**config.mk**
```make
export PLATFORM = sky130hd
export DESIGN_NAME = ddr2_cmd_state
export DESIGN_NICKNAME = d
export VERILOG_FILES = /design/src/ddr2_cmd_pkg.sv /design/src/ddr2_cmd_state.sv /design/src/ddr2_bank_timer.sv
export VERILOG_INCLUDE_DIRS = /design/src
export SDC_FILE = /design/constraint.sdc
export NUM_CORES = 1
export LEC_CHECK = 0
export BUFFER_PORTS_ARGS = -buffer_cell sky130_fd_sc_hd__buf_2
export CAP_MARGIN = 25
export CORE_UTILIZATION = 30
export DETAILED_ROUTE_END_ITERATION = 10
export GPL_ROUTABILITY_DRIVEN = 1
export GPL_TIMING_DRIVEN = 0
export HOLD_SLACK_MARGIN = 0.08
export PLACE_DENSITY = 0.43
export SKIP_CTS_REPAIR_TIMING = 1
export SYNTH_ARGS = -nofsm -noshare
export SYNTH_HDL_FRONTEND = slang
export SYNTH_SLANG_ARGS = --single-unit
export TNS_END_PERCENT = 20
```
**constraint.sdc**
```tcl
create_clock -name CORE_CLK -period 3.2 [get_ports CORE_CLK]
set_input_delay 0 -clock CORE_CLK [delete_from_list [all_inputs] [get_ports CORE_CLK]]
set_output_delay 0 -clock CORE_CLK [all_outputs]
set_load 0.05 [all_outputs]
```
**src/ddr2_cmd_consts.svh**
```systemverilog
// Timing counts and field positions for the command-level power state block.
// Included by the package and the design modules; definitions only.
`ifndef DDR2_CMD_CONSTS_SVH
`define DDR2_CMD_CONSTS_SVH
// Number of banks and bank address width.
`define NUM_BANKS 8
`define BANK_W 3
// Address bit that selects auto-precharge or all-bank precharge.
`define AP_BIT 10
// Address bus width.
`define ADDR_W 14
// Clock-enable minimum registration, in clocks.
`define CKE_MIN_CLKS 3
// Power-down exit latency, in clocks.
`define XP_CLKS 2
// Precharge period in clocks; all-bank precharge adds one clock.
`define RP_CLKS 4
`define RP_EXTRA_ALL 1
`endif

```
**src/ddr2_cmd_pkg.sv**
```systemverilog
// Types shared by the command decoder, the controller model and the testbench.
// Assumes ddr2_cmd_consts.svh is on the include path.
`include "ddr2_cmd_consts.svh"
package ddr2_cmd_pkg;
  // ===========================================================
  // Decoded commands.
  typedef enum logic [3:0] {
    CMD_NOP, CMD_ACT, CMD_RD, CMD_WR, CMD_PRE, CMD_PREA, CMD_REF,
    CMD_SREF_IN, CMD_MRS, CMD_PD_IN, CMD_EXIT, CMD_HOLD, CMD_ILL
  } cmd_e;
  // Device power states.
  typedef enum logic [2:0] {
    ST_RUN, ST_PPD, ST_APD_FAST, ST_APD_SLOW, ST_SREF, ST_EXIT
  } pstate_e;
  // Command pins sampled at the rising edge.
  typedef struct packed {
    logic cs_b;
    logic ras_b;
    logic cas_b;
    logic we_b;
    logic cke;
    logic [`BANK_W-1:0] ba;
    logic [`ADDR_W-1:0] addr;
  } pins_s;
endpackage : ddr2_cmd_pkg

```
**src/ddr2_cmd_state.sv**
```systemverilog
// Contract
// - Refresh with CKE low enters self refresh; only with all banks idle, else flagged illegal.
// - CKE low with NOP enters power-down.
// - Idle means precharge power-down, DLL off; open rows keep the DLL only if fast.
// - CKE high with NOP exits; wait exit latency.
// - Decode command from strobes, CKE pair, A10.
// - Bank bits pick bank or mode register.
// - Self refresh exits when CKE returns high with a NOP or deselect.
//
// Command decoder and power state tracker of one DDR2 device.
// Assumes the command pins are synchronous to CORE_CLK.
`timescale 1ns/1ps
`include "ddr2_cmd_consts.svh"
module ddr2_cmd_state #(
  parameter int RP = `RP_CLKS,
  parameter int XP = `XP_CLKS,
  parameter bit SLOW_EXIT = 1'b0
) (
  input wire logic CORE_CLK,
  input wire logic RST_B,
  input wire ddr2_cmd_pkg::pins_s PINS,
  output ddr2_cmd_pkg::pstate_e PSTATE,
  output logic DLL_ON,
  output logic BUFS_ON,
  output logic [`NUM_BANKS-1:0] BANK_OPEN,
  output logic [`BANK_W-1:0] MR_SEL,
  output logic MR_WR,
  output logic AUTO_PRE,
  output logic CMD_READY,
  output logic CMD_ILLEGAL
);
  // ===========================================================
  // Previous clock-enable sample.
  logic cke_prev_q;
  // Decoded command of this edge.
  ddr2_cmd_pkg::cmd_e cmd;
  // Per-bank strobes and status.
  logic [`NUM_BANKS-1:0] act_v, pre_v, open_v, busy_v;
  logic all_idle;
  logic sel_nop;
  assign all_idle = (open_v == '0) && (busy_v == '0);
  assign sel_nop = PINS.cs_b || (PINS.ras_b && PINS.cas_b && PINS.we_b);
  // ===========================================================
  // Command decode from strobes and the two clock-enable samples.
  always_comb begin
    cmd = ddr2_cmd_pkg::CMD_ILL;
    if (!cke_prev_q) begin
      if (!PINS.cke) begin
        cmd = ddr2_cmd_pkg::CMD_HOLD;
      end else if (sel_nop) begin
        cmd = ddr2_cmd_pkg::CMD_EXIT;
      end
    end else if (!PINS.cke) begin
      if (sel_nop) begin
        cmd = ddr2_cmd_pkg::CMD_PD_IN;
      end else if (!PINS.ras_b && !PINS.cas_b && PINS.we_b) begin
        cmd = ddr2_cmd_pkg::CMD_SREF_IN;
      end
    end else if (sel_nop) begin
      cmd = ddr2_cmd_pkg::CMD_NOP;
    end else begin
      unique case ({PINS.ras_b, PINS.cas_b, PINS.we_b})
        3'h3: cmd = ddr2_cmd_pkg::CMD_ACT;
        3'h2: cmd = PINS.addr[`AP_BIT] ? ddr2_cmd_pkg::CMD_PREA : ddr2_cmd_pkg::CMD_PRE;
        3'h5: cmd = ddr2_cmd_pkg::CMD_RD;
        3'h4: cmd = ddr2_cmd_pkg::CMD_WR;
        3'h1: cmd = ddr2_cmd_pkg::CMD_REF;
        3'h0: cmd = ddr2_cmd_pkg::CMD_MRS;
        default: cmd = ddr2_cmd_pkg::CMD_NOP;
      endcase
    end
  end
  // ===========================================================
  // Bank strobes: bank bits choose the target bank.
  always_comb begin
    act_v = '0;
    pre_v = '0;
    if (cmd == ddr2_cmd_pkg::CMD_ACT) begin
      act_v[PINS.ba] = 1'b1;
    end
    if (cmd == ddr2_cmd_pkg::CMD_PRE) begin
      pre_v[PINS.ba] = 1'b1;
    end
  end
  // One timer per bank.
  for (genvar b = 0; b < `NUM_BANKS; b++) begin : g_bank
    ddr2_bank_timer #(.RP(RP)) u_timer (
      .clk(CORE_CLK),
      .rst_b(RST_B),
      .act(act_v[b]),
      .pre(pre_v[b]),
      .pre_all(cmd == ddr2_cmd_pkg::CMD_PREA),
      .open_q(open_v[b]),
      .busy_q(busy_v[b])
    );
  end
  // ===========================================================
  // Power state machine and output registers.
  ddr2_cmd_pkg::pstate_e st_q, st_d;
  logic [7:0] xcnt_q, xcnt_d;
  logic dll_d, bufs_d, mrwr_d, ap_d, ill_d, rdy_d;
  logic [`BANK_W-1:0] mrsel_d;
  always_comb begin
    st_d = st_q;
    xcnt_d = (xcnt_q != 8'h00) ? xcnt_q - 8'h01 : 8'h00;
    mrsel_d = MR_SEL;
    mrwr_d = 1'b0;
    ap_d = 1'b0;
    ill_d = (cmd == ddr2_cmd_pkg::CMD_ILL);
    unique case (st_q)
      ddr2_cmd_pkg::ST_RUN, ddr2_cmd_pkg::ST_EXIT: begin
        if (st_q == ddr2_cmd_pkg::ST_EXIT && xcnt_q == 8'h00) begin
          st_d = ddr2_cmd_pkg::ST_RUN;
        end
        if (cmd == ddr2_cmd_pkg::CMD_PD_IN) begin
          // Idle banks give precharge power-down, open rows active.
          if (all_idle) begin
            st_d = ddr2_cmd_pkg::ST_PPD;
          end else begin
            st_d = SLOW_EXIT ? ddr2_cmd_pkg::ST_APD_SLOW : ddr2_cmd_pkg::ST_APD_FAST;
          end
        end else if (cmd == ddr2_cmd_pkg::CMD_SREF_IN) begin
          // Self refresh only from all banks idle; otherwise flag the request and stay.
          if (all_idle) begin
            st_d = ddr2_cmd_pkg::ST_SREF;
          end else begin
            ill_d = 1'b1;
          end
        end else if (cmd == ddr2_cmd_pkg::CMD_MRS) begin
          mrsel_d = PINS.ba;
          mrwr_d = 1'b1;
        end else if (cmd == ddr2_cmd_pkg::CMD_RD || cmd == ddr2_cmd_pkg::CMD_WR) begin
          ap_d = PINS.addr[`AP_BIT];
        end
      end
      default: begin
        // Any power-down or self refresh leaves only on exit.
        if (cmd == ddr2_cmd_pkg::CMD_EXIT) begin
          st_d = ddr2_cmd_pkg::ST_EXIT;
          // The exit state itself is the first clock, so the count starts one short.
          xcnt_d = 8'(XP - 1);
        end
      end
    endcase
    dll_d = (st_d == ddr2_cmd_pkg::ST_RUN) || (st_d == ddr2_cmd_pkg::ST_EXIT)
      || (st_d == ddr2_cmd_pkg::ST_APD_FAST);
    bufs_d = (st_d == ddr2_cmd_pkg::ST_RUN) || (st_d == ddr2_cmd_pkg::ST_EXIT);
    rdy_d = (st_d == ddr2_cmd_pkg::ST_RUN);
  end
  always_ff @(posedge CORE_CLK or negedge RST_B) begin
    if (!RST_B) begin
      st_q <= ddr2_cmd_pkg::ST_RUN;
      xcnt_q <= 8'h00;
      cke_prev_q <= 1'b1;
      PSTATE <= ddr2_cmd_pkg::ST_RUN;
      DLL_ON <= 1'b1;
      BUFS_ON <= 1'b1;
      BANK_OPEN <= '0;
      MR_SEL <= '0;
      MR_WR <= 1'b0;
      AUTO_PRE <= 1'b0;
      CMD_READY <= 1'b1;
      CMD_ILLEGAL <= 1'b0;
    end else begin
      st_q <= st_d;
      xcnt_q <= xcnt_d;
      cke_prev_q <= PINS.cke;
      PSTATE <= st_d;
      DLL_ON <= dll_d;
      BUFS_ON <= bufs_d;
      BANK_OPEN <= open_v;
      MR_SEL <= mrsel_d;
      MR_WR <= mrwr_d;
      AUTO_PRE <= ap_d;
      CMD_READY <= rdy_d;
      CMD_ILLEGAL <= ill_d;
    end
  end
  // ===========================================================
  // Checks and covers.
  chk_pd_entry: assert property (@(posedge CORE_CLK) disable iff (!RST_B)
    (st_q == ddr2_cmd_pkg::ST_RUN && cmd == ddr2_cmd_pkg::CMD_PD_IN) |=> !BUFS_ON)
    else $error("power-down entry missed");
  chk_ppd_dll: assert property (@(posedge CORE_CLK) disable iff (!RST_B)
    (st_q == ddr2_cmd_pkg::ST_RUN && cmd == ddr2_cmd_pkg::CMD_PD_IN && all_idle) |=>
    PSTATE == ddr2_cmd_pkg::ST_PPD && !DLL_ON) else $error("precharge power-down wrong");
  // Active power-down keeps the DLL running only in the fast-exit build.
  chk_apd_dll: assert property (@(posedge CORE_CLK) disable iff (!RST_B)
    (st_q == ddr2_cmd_pkg::ST_RUN && cmd == ddr2_cmd_pkg::CMD_PD_IN && !all_idle) |=>
    DLL_ON == !SLOW_EXIT && !BUFS_ON) else $error("active power-down dll wrong");
  chk_sref_entry: assert property (@(posedge CORE_CLK) disable iff (!RST_B)
    (st_q == ddr2_cmd_pkg::ST_RUN && cmd == ddr2_cmd_pkg::CMD_SREF_IN && all_idle) |=>
    PSTATE == ddr2_cmd_pkg::ST_SREF && !BUFS_ON) else $error("self refresh entry wrong");
  // A self refresh request with a bank open or precharging is flagged and dropped.
  chk_sref_refused: assert property (@(posedge CORE_CLK) disable iff (!RST_B)
    (st_q == ddr2_cmd_pkg::ST_RUN && cmd == ddr2_cmd_pkg::CMD_SREF_IN && !all_idle) |=>
    PSTATE == ddr2_cmd_pkg::ST_RUN && CMD_ILLEGAL) else $error("self refresh not refused");
  chk_exit_wait: assert property (@(posedge CORE_CLK) disable iff (!RST_B)
    (st_q != ddr2_cmd_pkg::ST_RUN && st_q != ddr2_cmd_pkg::ST_EXIT
    && cmd == ddr2_cmd_pkg::CMD_EXIT) |=> !CMD_READY ##1 !CMD_READY ##1 CMD_READY)
    else $error("exit latency wrong");
  chk_sref_hold: assert property (@(posedge CORE_CLK) disable iff (!RST_B)
    (st_q == ddr2_cmd_pkg::ST_SREF && !PINS.cke) |=> PSTATE == ddr2_cmd_pkg::ST_SREF)
    else $error("self refresh left early");
  chk_mr_select: assert property (@(posedge CORE_CLK) disable iff (!RST_B)
    (st_q == ddr2_cmd_pkg::ST_RUN && cmd == ddr2_cmd_pkg::CMD_MRS) |=>
    MR_WR && MR_SEL == $past(PINS.ba)) else $error("mode register select wrong");
  chk_ap_flag: assert property (@(posedge CORE_CLK) disable iff (!RST_B)
    (st_q == ddr2_cmd_pkg::ST_RUN && cmd == ddr2_cmd_pkg::CMD_RD) |=>
    AUTO_PRE == $past(PINS.addr[`AP_BIT])) else $error("auto-precharge flag wrong");
  chk_act_open: assert property (@(posedge CORE_CLK) disable iff (!RST_B)
    (cmd == ddr2_cmd_pkg::CMD_ACT) |=> ##1 BANK_OPEN[$past(PINS.ba, 2)])
    else $error("bank not opened");
  cov_ppd: cover property (@(posedge CORE_CLK) PSTATE == ddr2_cmd_pkg::ST_PPD);
  cov_apd: cover property (@(posedge CORE_CLK) PSTATE == ddr2_cmd_pkg::ST_APD_FAST);
  cov_sref: cover property (@(posedge CORE_CLK) PSTATE == ddr2_cmd_pkg::ST_SREF);
  cov_exit: cover property (@(posedge CORE_CLK) PSTATE == ddr2_cmd_pkg::ST_EXIT);
endmodule : ddr2_cmd_state

```
**src/ddr2_bank_timer.sv**
```systemverilog
// One bank's open flag and precharge period counter.
// Assumes one clock and an active-low asynchronous reset.
`timescale 1ns/1ps
`include "ddr2_cmd_consts.svh"
module ddr2_bank_timer #(
  parameter int RP = `RP_CLKS
) (
  input wire logic clk,
  input wire logic rst_b,
  input wire logic act,
  input wire logic pre,
  input wire logic pre_all,
  output logic open_q,
  output logic busy_q
);
  // Counter wide enough for the precharge period plus one.
  logic [7:0] cnt_q;
  logic [7:0] cnt_d;
  logic open_d;
  // ===========================================================
  // Next state: latest precharge restarts the period.
  always_comb begin
    open_d = open_q;
    cnt_d = (cnt_q != 8'h00) ? cnt_q - 8'h01 : 8'h00;
    if (act) begin
      open_d = 1'b1;
    end
    if (pre_all) begin
      open_d = 1'b0;
      cnt_d = 8'(RP + `RP_EXTRA_ALL);
    end else if (pre) begin
      open_d = 1'b0;
      cnt_d = 8'(RP);
    end
  end
  // Registers.
  always_ff @(posedge clk or negedge rst_b) begin
    if (!rst_b) begin
      open_q <= 1'b0;
      cnt_q <= 8'h00;
    end else begin
      open_q <= open_d;
      cnt_q <= cnt_d;
    end
  end
  assign busy_q = (cnt_q != 8'h00);
  chk_prea_period: assert property (@(posedge clk) disable iff (!rst_b)
    pre_all |=> cnt_q == 8'(RP + `RP_EXTRA_ALL)) else $error("all-bank period wrong");
  chk_pre_closes: assert property (@(posedge clk) disable iff (!rst_b)
    (pre || pre_all) |=> !open_q) else $error("bank not closed");
endmodule : ddr2_bank_timer

```
==> results of run 1 <==
[metal layers]
layer / vias up / GRT usage [%] / part of all wire [%]
met5: - / 0 / 0
met4: 0 / 4.98 / 1.6
met3: 15 / 3.56 / 4.5
met2: 65 / 21.0 / 46
met1: 1704 / 17.5 / 48
li1: 1773 / - / -
[metrics by stage]
stage / area [sq um] / instances / power, uW / hold WS (ns) / setup slack, ns
floorplan: 5110 / 476 / 4020 / -0.296 / 0.783
global placement: 5530 / 726 / 4450 / 0.117 / 0.246
detailed placement: 5560 / 727 / 4510 / 0.0334 / 0.288
CTS: 5870 / 743 / 5680 / -0.355 / 0.266
global route: 5930 / 749 / 6050 / 0.129 / 0.0202
finish: 5930 / 749 / 5590 / 0.102 / 0.236
[Yosys cell counts, drive strengths merged, types with 4 or more instances]
master / count
or2: 6
o31ai: 8
nand2: 12
nand3: 4
or3: 11
o21ai: 9
xnor2: 43
clkbuf: 4
dfstp: 4
nor2: 37
a21oi: 13
nor4b: 7
nand2b: 8
inv: 33
nor4: 13
o21bai: 7
dfrtp: 97
ha: 18
buf: 8
nor3: 66
nor3b: 10
or4: 8
xor2: 10
[worst register-to-register path, delay by kind of cell (launching register included)]
family	cells	cell delay (ns)
buffers and inverters	2	0.31
and+or+nand+nor	5	1.53
AOI/OAI and AO/OA	1	0.42
DFF	1	0.57
[flip-flops by register name (all words and copies together), names as in the netlist]
register,count
st_q,3
DLL_ON,1
cke_prev_q,1
g_bank.u_timer.cnt_q,64
MR_WR,1
BUFS_ON,1
CMD_ILLEGAL,1
BANK_OPEN,8
AUTO_PRE,1
MR_SEL,3
g_bank.u_timer.open_q,8
xcnt_q,8
CMD_READY,1
[worst paths after layout]
kind	to	cells after the start	slack, ns	startpoint
min in group asynchronous	BANK_OPEN[5]	2	0.18	RST_B
worst min-delay path	CMD_ILLEGAL	4	0.10	PINS[21]
worst max-delay path	g_bank[1].u_timer.cnt_q[1]	8	0.24	cke_prev_q
max in group asynchronous	BUFS_ON	3	2.30	RST_B
worst max register to register	g_bank[1].u_timer.cnt_q[1]	8	0.24	cke_prev_q
worst min register to register	BANK_OPEN[1]	0	0.43	g_bank[1].u_timer.open_q
[power groups by stage]
stage	sequential, uW	clock (uW)	combinational [uW]
2_1_floorplan	2560	0	1470
3_3_place_gp	2420	0	2030
3_5_place_dp	2430	0	2090
4_1_cts	2420	1180	2090
5_1_grt	2500	1220	2340
6_report	2410	1120	2060
[cell families (layout without fill, tap and decap cells)]
kind of cell | Yosys count | in the layout | share of synthesized area (%)
adder cells (fa/ha/maj) | 18 | 18 | 4.41
flip-flops | 101 | 101 | 49.6
buffers and inverters | 45 | 98 | 3.67
AO/OA/AOI/OAI | 56 | 56 | 8.62
XOR/XNOR | 53 | 53 | 9.09
AND/OR/NAND/NOR | 200 | 200 | 24.0
multiplexers | 3 | 3 | 0.661
[layout make-up]
type	instances	area, sq um
Multi-Input combinational cell	330	2390
Timing Repair Buffer	37	240
Clock inverter	7	78.8
Inverter	33	124
Fill cell	1696	10700
Sequential cell	101	2530
Clock buffer	9	225
Buffer	12	63.8
Tap cell	220	275
==> results_dict.tcl, run 1 <==
set metrics [dict create \
    setup_viol 0 \
    grt_pass1_wl_microns 18300 \
    grt_pass1_vias 3692 \
    synth-main-ff-cell "dfrtp_1" \
    p_seq_share_pct 43.1 \
    drv_slew 0 \
    initialDrtViolationCount 141 \
    p_switching_uw 2160 \
    clock_sinks 101 \
    mappedNetlistNets 518 \
    switching_share_pct 38.6 \
    p_per_area_nw_per_um2 942 \
    cts_inserted_buffers 9 \
    maxCapViolCount 0 \
    synth_area_leaders "dfrtp_1 48%, xnor2_1 7.4%, nor3_1 6.4%" \
    dp_hpwl_microns 7740 \
    drc_errors 0 \
    ys_ff_latch 101 \
    port_buffers 30 \
    rsz0062_at_grt "false" \
    postRouteAntennaNets 0 \
    cts-htree-levels 3 \
    crit_family "simple AND/OR/NAND/NOR gates" \
    final_cell_mix "97 x dfrtp_1, 65 x nor3_1, 43 x xnor2_1" \
    row_count 47 \
    finalHoldViolations 0 \
    grt.overflow.total 0 \
    arrival_ns 3.17 \
    crit_fanout 8 \
    ys_seq_area_share_pct 49.6 \
    outcome "finished, final reports clean" \
    p_clk_share_pct 20.0 \
    dieArea_sq_um 17600 \
    async_reset_ff_share_pct 100 \
    grt_start_max_net_pins 62 \
    dr.pass1.iters 4 \
    die_x_microns 132 \
    path_clk_slew_ns 0.07 \
    core-area_sq_um 16600 \
    utilization_pct 35.7 \
    ir_worst_vdd_mv 0.382 \
    layout-drive-gt1-share_pct 15.7 \
    required_ns 3.41 \
    slowest_delay_ns 0.70 \
    track_usage_pct 13.3 \
    postSynthAreaPerCell_sq_um 10.7 \
    cts.path.max_buffers 2 \
    synth_edf_count 0 \
    criticalPathCategory "flip-flop to flip-flop" \
    cp_num_buf_inv 2 \
    wl_per_cell_microns 14.3 \
    cpMaxStageDelayCell "nor4_1" \
    boundaryPins 44 \
    routed_via_density 4.75 \
    wl_microns 10700 \
    initial_core_util_pct 30.8 \
    relSlewSlack_pct 37.8 \
    vias 3557 \
    yosysWarningCount 0 \
    power_frac_comb_pct 36.8 \
    synthDominantCellAreaShare_pct 47.5 \
    ys_types 56 \
    antenna_found_initial 0 \
    clock-root-buffer "clkbuf_16" \
    antenna_cells 0 \
    fin_crit_ns 2.96 \
    layout_commonest_cell "dfrtp_1" \
    cellLeakagePower_uw 0.00251 \
    start_kind "flip-flop" \
    min_path_type "input port to flip-flop" \
    routabilityCongestion 0.786 \
    critPathCaptureType "flip-flop" \
    synth_area_leader_cell "dfrtp_1" \
    syn-cell-area_sq_um 5110 \
    p_int_uw 3430 \
    fmax_ghz 0.337 \
    clock_latency_ns 0.36 \
    syn_to_final_growth_pct 16.0 \
    path_cells "inv_1 > a2111oi_4 > or3b_1 > nor4_1 > and2_1 > or2_1 > buf_2 > nor3_1" \
    final_net_count 566 \
    fin_setup_tns_ns 0 \
    worstMarginPinSlew_ns 0.926 \
    postSynthCellCount 476 \
    timing.final.crit_share_pct 92.6 \
    die-height_microns 132 \
    cts_tree "done" \
    clock-skew-final_ns 0.0102 \
]
No activity file was read; power rests on OpenSTA's default activity.
==> run 2, diff against run 1 <==
--- a/config.mk
+++ b/config.mk
@@ -6,6 +6,7 @@
 export SDC_FILE = /design/constraint.sdc
 export NUM_CORES = 1
 export LEC_CHECK = 0
+export ABC_AREA = 1
 export BUFFER_PORTS_ARGS = -buffer_cell sky130_fd_sc_hd__buf_2
 export CAP_MARGIN = 25
 export CORE_UTILIZATION = 30
==> constraint.sdc (replaced) <==
create_clock -name CORE_CLK -period 3.2 [get_ports CORE_CLK]
set_input_delay 0.16 -clock CORE_CLK [delete_from_list [all_inputs] [get_ports CORE_CLK]]
set_output_delay 0.16 -clock CORE_CLK [all_outputs]
set_load 0.05 [all_outputs]
==> results_dict.tcl, run 2 <==
set metrics [dict create \
    die-height_microns 136 \
    grt_pass1_vias 3981 \
    yosysWarningCount 0 \
    synthDominantCellAreaShare_pct 44.8 \
    core-area_sq_um 17500 \
    fin_setup_tns_ns 0 \
    wl_microns 11000 \
    cpMostUsedCell "nand2_1" \
    cts-htree-levels 3 \
    finalHoldViolations 0 \
    clock-root-buffer "clkbuf_16" \
    grt.overflow.total 0 \
    clock_latency_ns 0.35 \
    holdPathEnd "MR_SEL[2]" \
    cp_num_cells 14 \
    boundaryPins 44 \
    slowest_delay_ns 0.36 \
    cts.path.max_buffers 2 \
    routabilityCongestion 0.762 \
    multi_input_area_sq_um 2400 \
    synthAdderAreaFrac_pct 4.16 \
    antenna_found_initial 2 \
    clock-skew-final_ns 0.00566 \
    layout_commonest_cell "inv_1" \
    cellLeakagePower_uw 0.00328 \
    ir_worst_vdd_mv 0.536 \
    seqCellArea_sq_um 2530 \
    synth_compound_area_share_pct 5.82 \
    vias 3973 \
    largest_reg_flops 64 \
    synth_area_leaders "dfrtp_1 45%, inv_1 8.0%, nand2_1 7.7%" \
    r2r_start "g_bank[0].u_timer.cnt_q[0]" \
    cts_tree "done" \
    postLayoutCellArea_sq_um 6220 \
    place_area_sq_um 5880 \
    track_usage_pct 13.4 \
    grt_start_max_net_pins 52 \
    postSynthCellCount 640 \
    dp_hpwl_microns 8200 \
    grt_pass1_wl_microns 19200 \
    crit_family "simple AND/OR/NAND/NOR gates" \
    worstMarginPinSlew_ns 0.692 \
    rr_endpoint "BUFS_ON" \
    critPathCaptureType "flip-flop" \
    muxShareOfSynthArea_pct 0 \
    required_ns 3.50 \
    cp_num_buf_inv 1 \
    rrSetupSlack_ns 1.01 \
    routed_via_density 4.33 \
    dr.pass1.iters 4 \
    die_x_microns 136 \
    min_path_type "input port to flip-flop" \
    path_cells "inv_1 > ha_1 > nand3_1 > nor2_1 > nand2_1 > nor2_1 > nand2_1 > nor2_1 > nand3_1 > nand2_1 > nand2_1 > nor2_1 > nand2_1 > nand2_1" \
    synth_top_family_by_area "simple AND/OR/NAND/NOR gates" \
    path_clk_slew_ns 0.07 \
    async_reset_ff_share_pct 100 \
    drc_errors 0 \
    fmax_ghz 0.456 \
    synth-simple-area-share_pct 26.8 \
    syn-cell-area_sq_um 5420 \
    syn_to_final_growth_pct 14.8 \
    synth_xor_area_share_pct 7.60 \
    yosysMostFrequentCell "inv_1" \
    cpMaxStageDelayCell "dfrtp_1" \
    layout-drive-gt1-share_pct 13.0 \
    rsz0062_at_grt "false" \
    fin_crit_ns 2.19 \
    r2r_cells 14 \
    mappedNetlistNets 682 \
    arrival_ns 2.49 \
    regMostFlops "g_bank.u_timer.cnt_q" \
    port_buffers 30 \
    start_kind "flip-flop" \
    outcome "finished, final reports clean" \
    ys_types 33 \
    p_per_area_nw_per_um2 921 \
    setup_viol 0 \
    initialDrtViolationCount 158 \
    synth-main-ff-cell "dfrtp_1" \
    relSlewSlack_pct 53.9 \
    maxCapViolCount 0 \
    row_count 48 \
    cts_inserted_buffers 9 \
    initial_core_util_pct 31.0 \
    drv_slew 0 \
    holdPathStages 3 \
    final_net_count 728 \
    crit_fanout 4 \
    ys_seq_area_share_pct 46.8 \
    synth_area_leader_cell "dfrtp_1" \
    criticalPathCategory "flip-flop to flip-flop" \
    fill_cells 1832 \
    hold_start "PINS[16]" \
    ys_ff_latch 101 \
    timing.final.crit_share_pct 68.5 \
    synth_edf_count 0 \
    yosys-top-cells-count "115 x inv_1, 111 x nand2_1, 97 x dfrtp_1" \
    postRouteAntennaNets 0 \
    dieArea_sq_um 18600 \
    clock_sinks 101 \
    postSynthAreaPerCell_sq_um 8.46 \
    final_cell_mix "115 x inv_1, 111 x nand2_1, 97 x dfrtp_1" \
    wl_per_cell_microns 12.0 \
]
[run 2: cell count changes after synthesis, sizes merged, moves of 8 or more]
cell and delta:
nor2 +57, nor4 -11, nand2b -8, xnor2 -21, inv +86, nor3b -10
nand2 +110, or2 +9, nor3 -46, nand3 +40, or4 -8, o31ai -8
xor2 +15
[run 2: area by class of cell]
type | count | area share [%]
buffer | 2 | 0.503
inverter | 119 | 7.22
clock inverter | 4 | 0.905
clock buffer | 12 | 3.96
multi-input combinational | 418 | 38.7
tap | 225 | 4.53
timing repair buffer | 35 | 3.46
sequential | 101 | 40.7
antenna | 1 | 0.0402
[run 2: report_power, final]
group / leakage (uW) / internal, uW / switching, uW
logic: 0.00190 / 942 / 1410
clock network: 0.000141 / 635 / 501
registers: 0.00124 / 1860 / 380
total: 0.00328 / 3440 / 2290
[run 2: tightest hold or removal path, delay by kind of cell]
| family | cells | cell delay [ns] |
|---|---|---|
| buffers and inverters | 2 | 0.27 |
| AOI/OAI and AO/OA | 1 | 0.10 |
[run 2: stage by stage]
step	setup slack [ns]	std cells	power (uW)	utilization, %	hold WS [ns]
3_5_place_dp	0.991	897	4640	33.7	0.247
4_1_cts	0.974	913	5820	35.4	-0.140
3_3_place_gp	0.742	895	4590	33.5	0.284
2_1_floorplan	1.39	640	4120	-	-0.136
6_report	1.01	917	5730	35.6	0.230
5_1_grt	0.780	916	6280	35.6	0.241
[run 2: logic make-up after synthesis]
kind of cell | Yosys count
flops | 101
simple gates | 314
fa+ha+maj | 18
buf+inv | 121
compound gates | 39
xor+xnor | 47
[run 2: worst max path at each step]
stage                                          start                          to
after floorplan                              st_q[1]                   xcnt_q[1]
after global placement                         RST_B  g_bank[7].u_timer.cnt_q[5]
after detailed placement  g_bank[7].u_timer.cnt_q[0]                     BUFS_ON
after CTS                 g_bank[7].u_timer.cnt_q[0]                     BUFS_ON
after global routing      g_bank[7].u_timer.cnt_q[0]                     BUFS_ON
final                     g_bank[0].u_timer.cnt_q[0]                     BUFS_ON
[run 2: layer usage]
layer | global-route usage, % | vias to the layer above | wire [microns]
met1 | 17.0 | 1860 | 5350
met5 | 0 | - | 8
li1 | - | 2062 | -
met3 | 4.36 | 10 | 443
met4 | 3.95 | 2 | 153
met2 | 21.5 | 39 | 5070
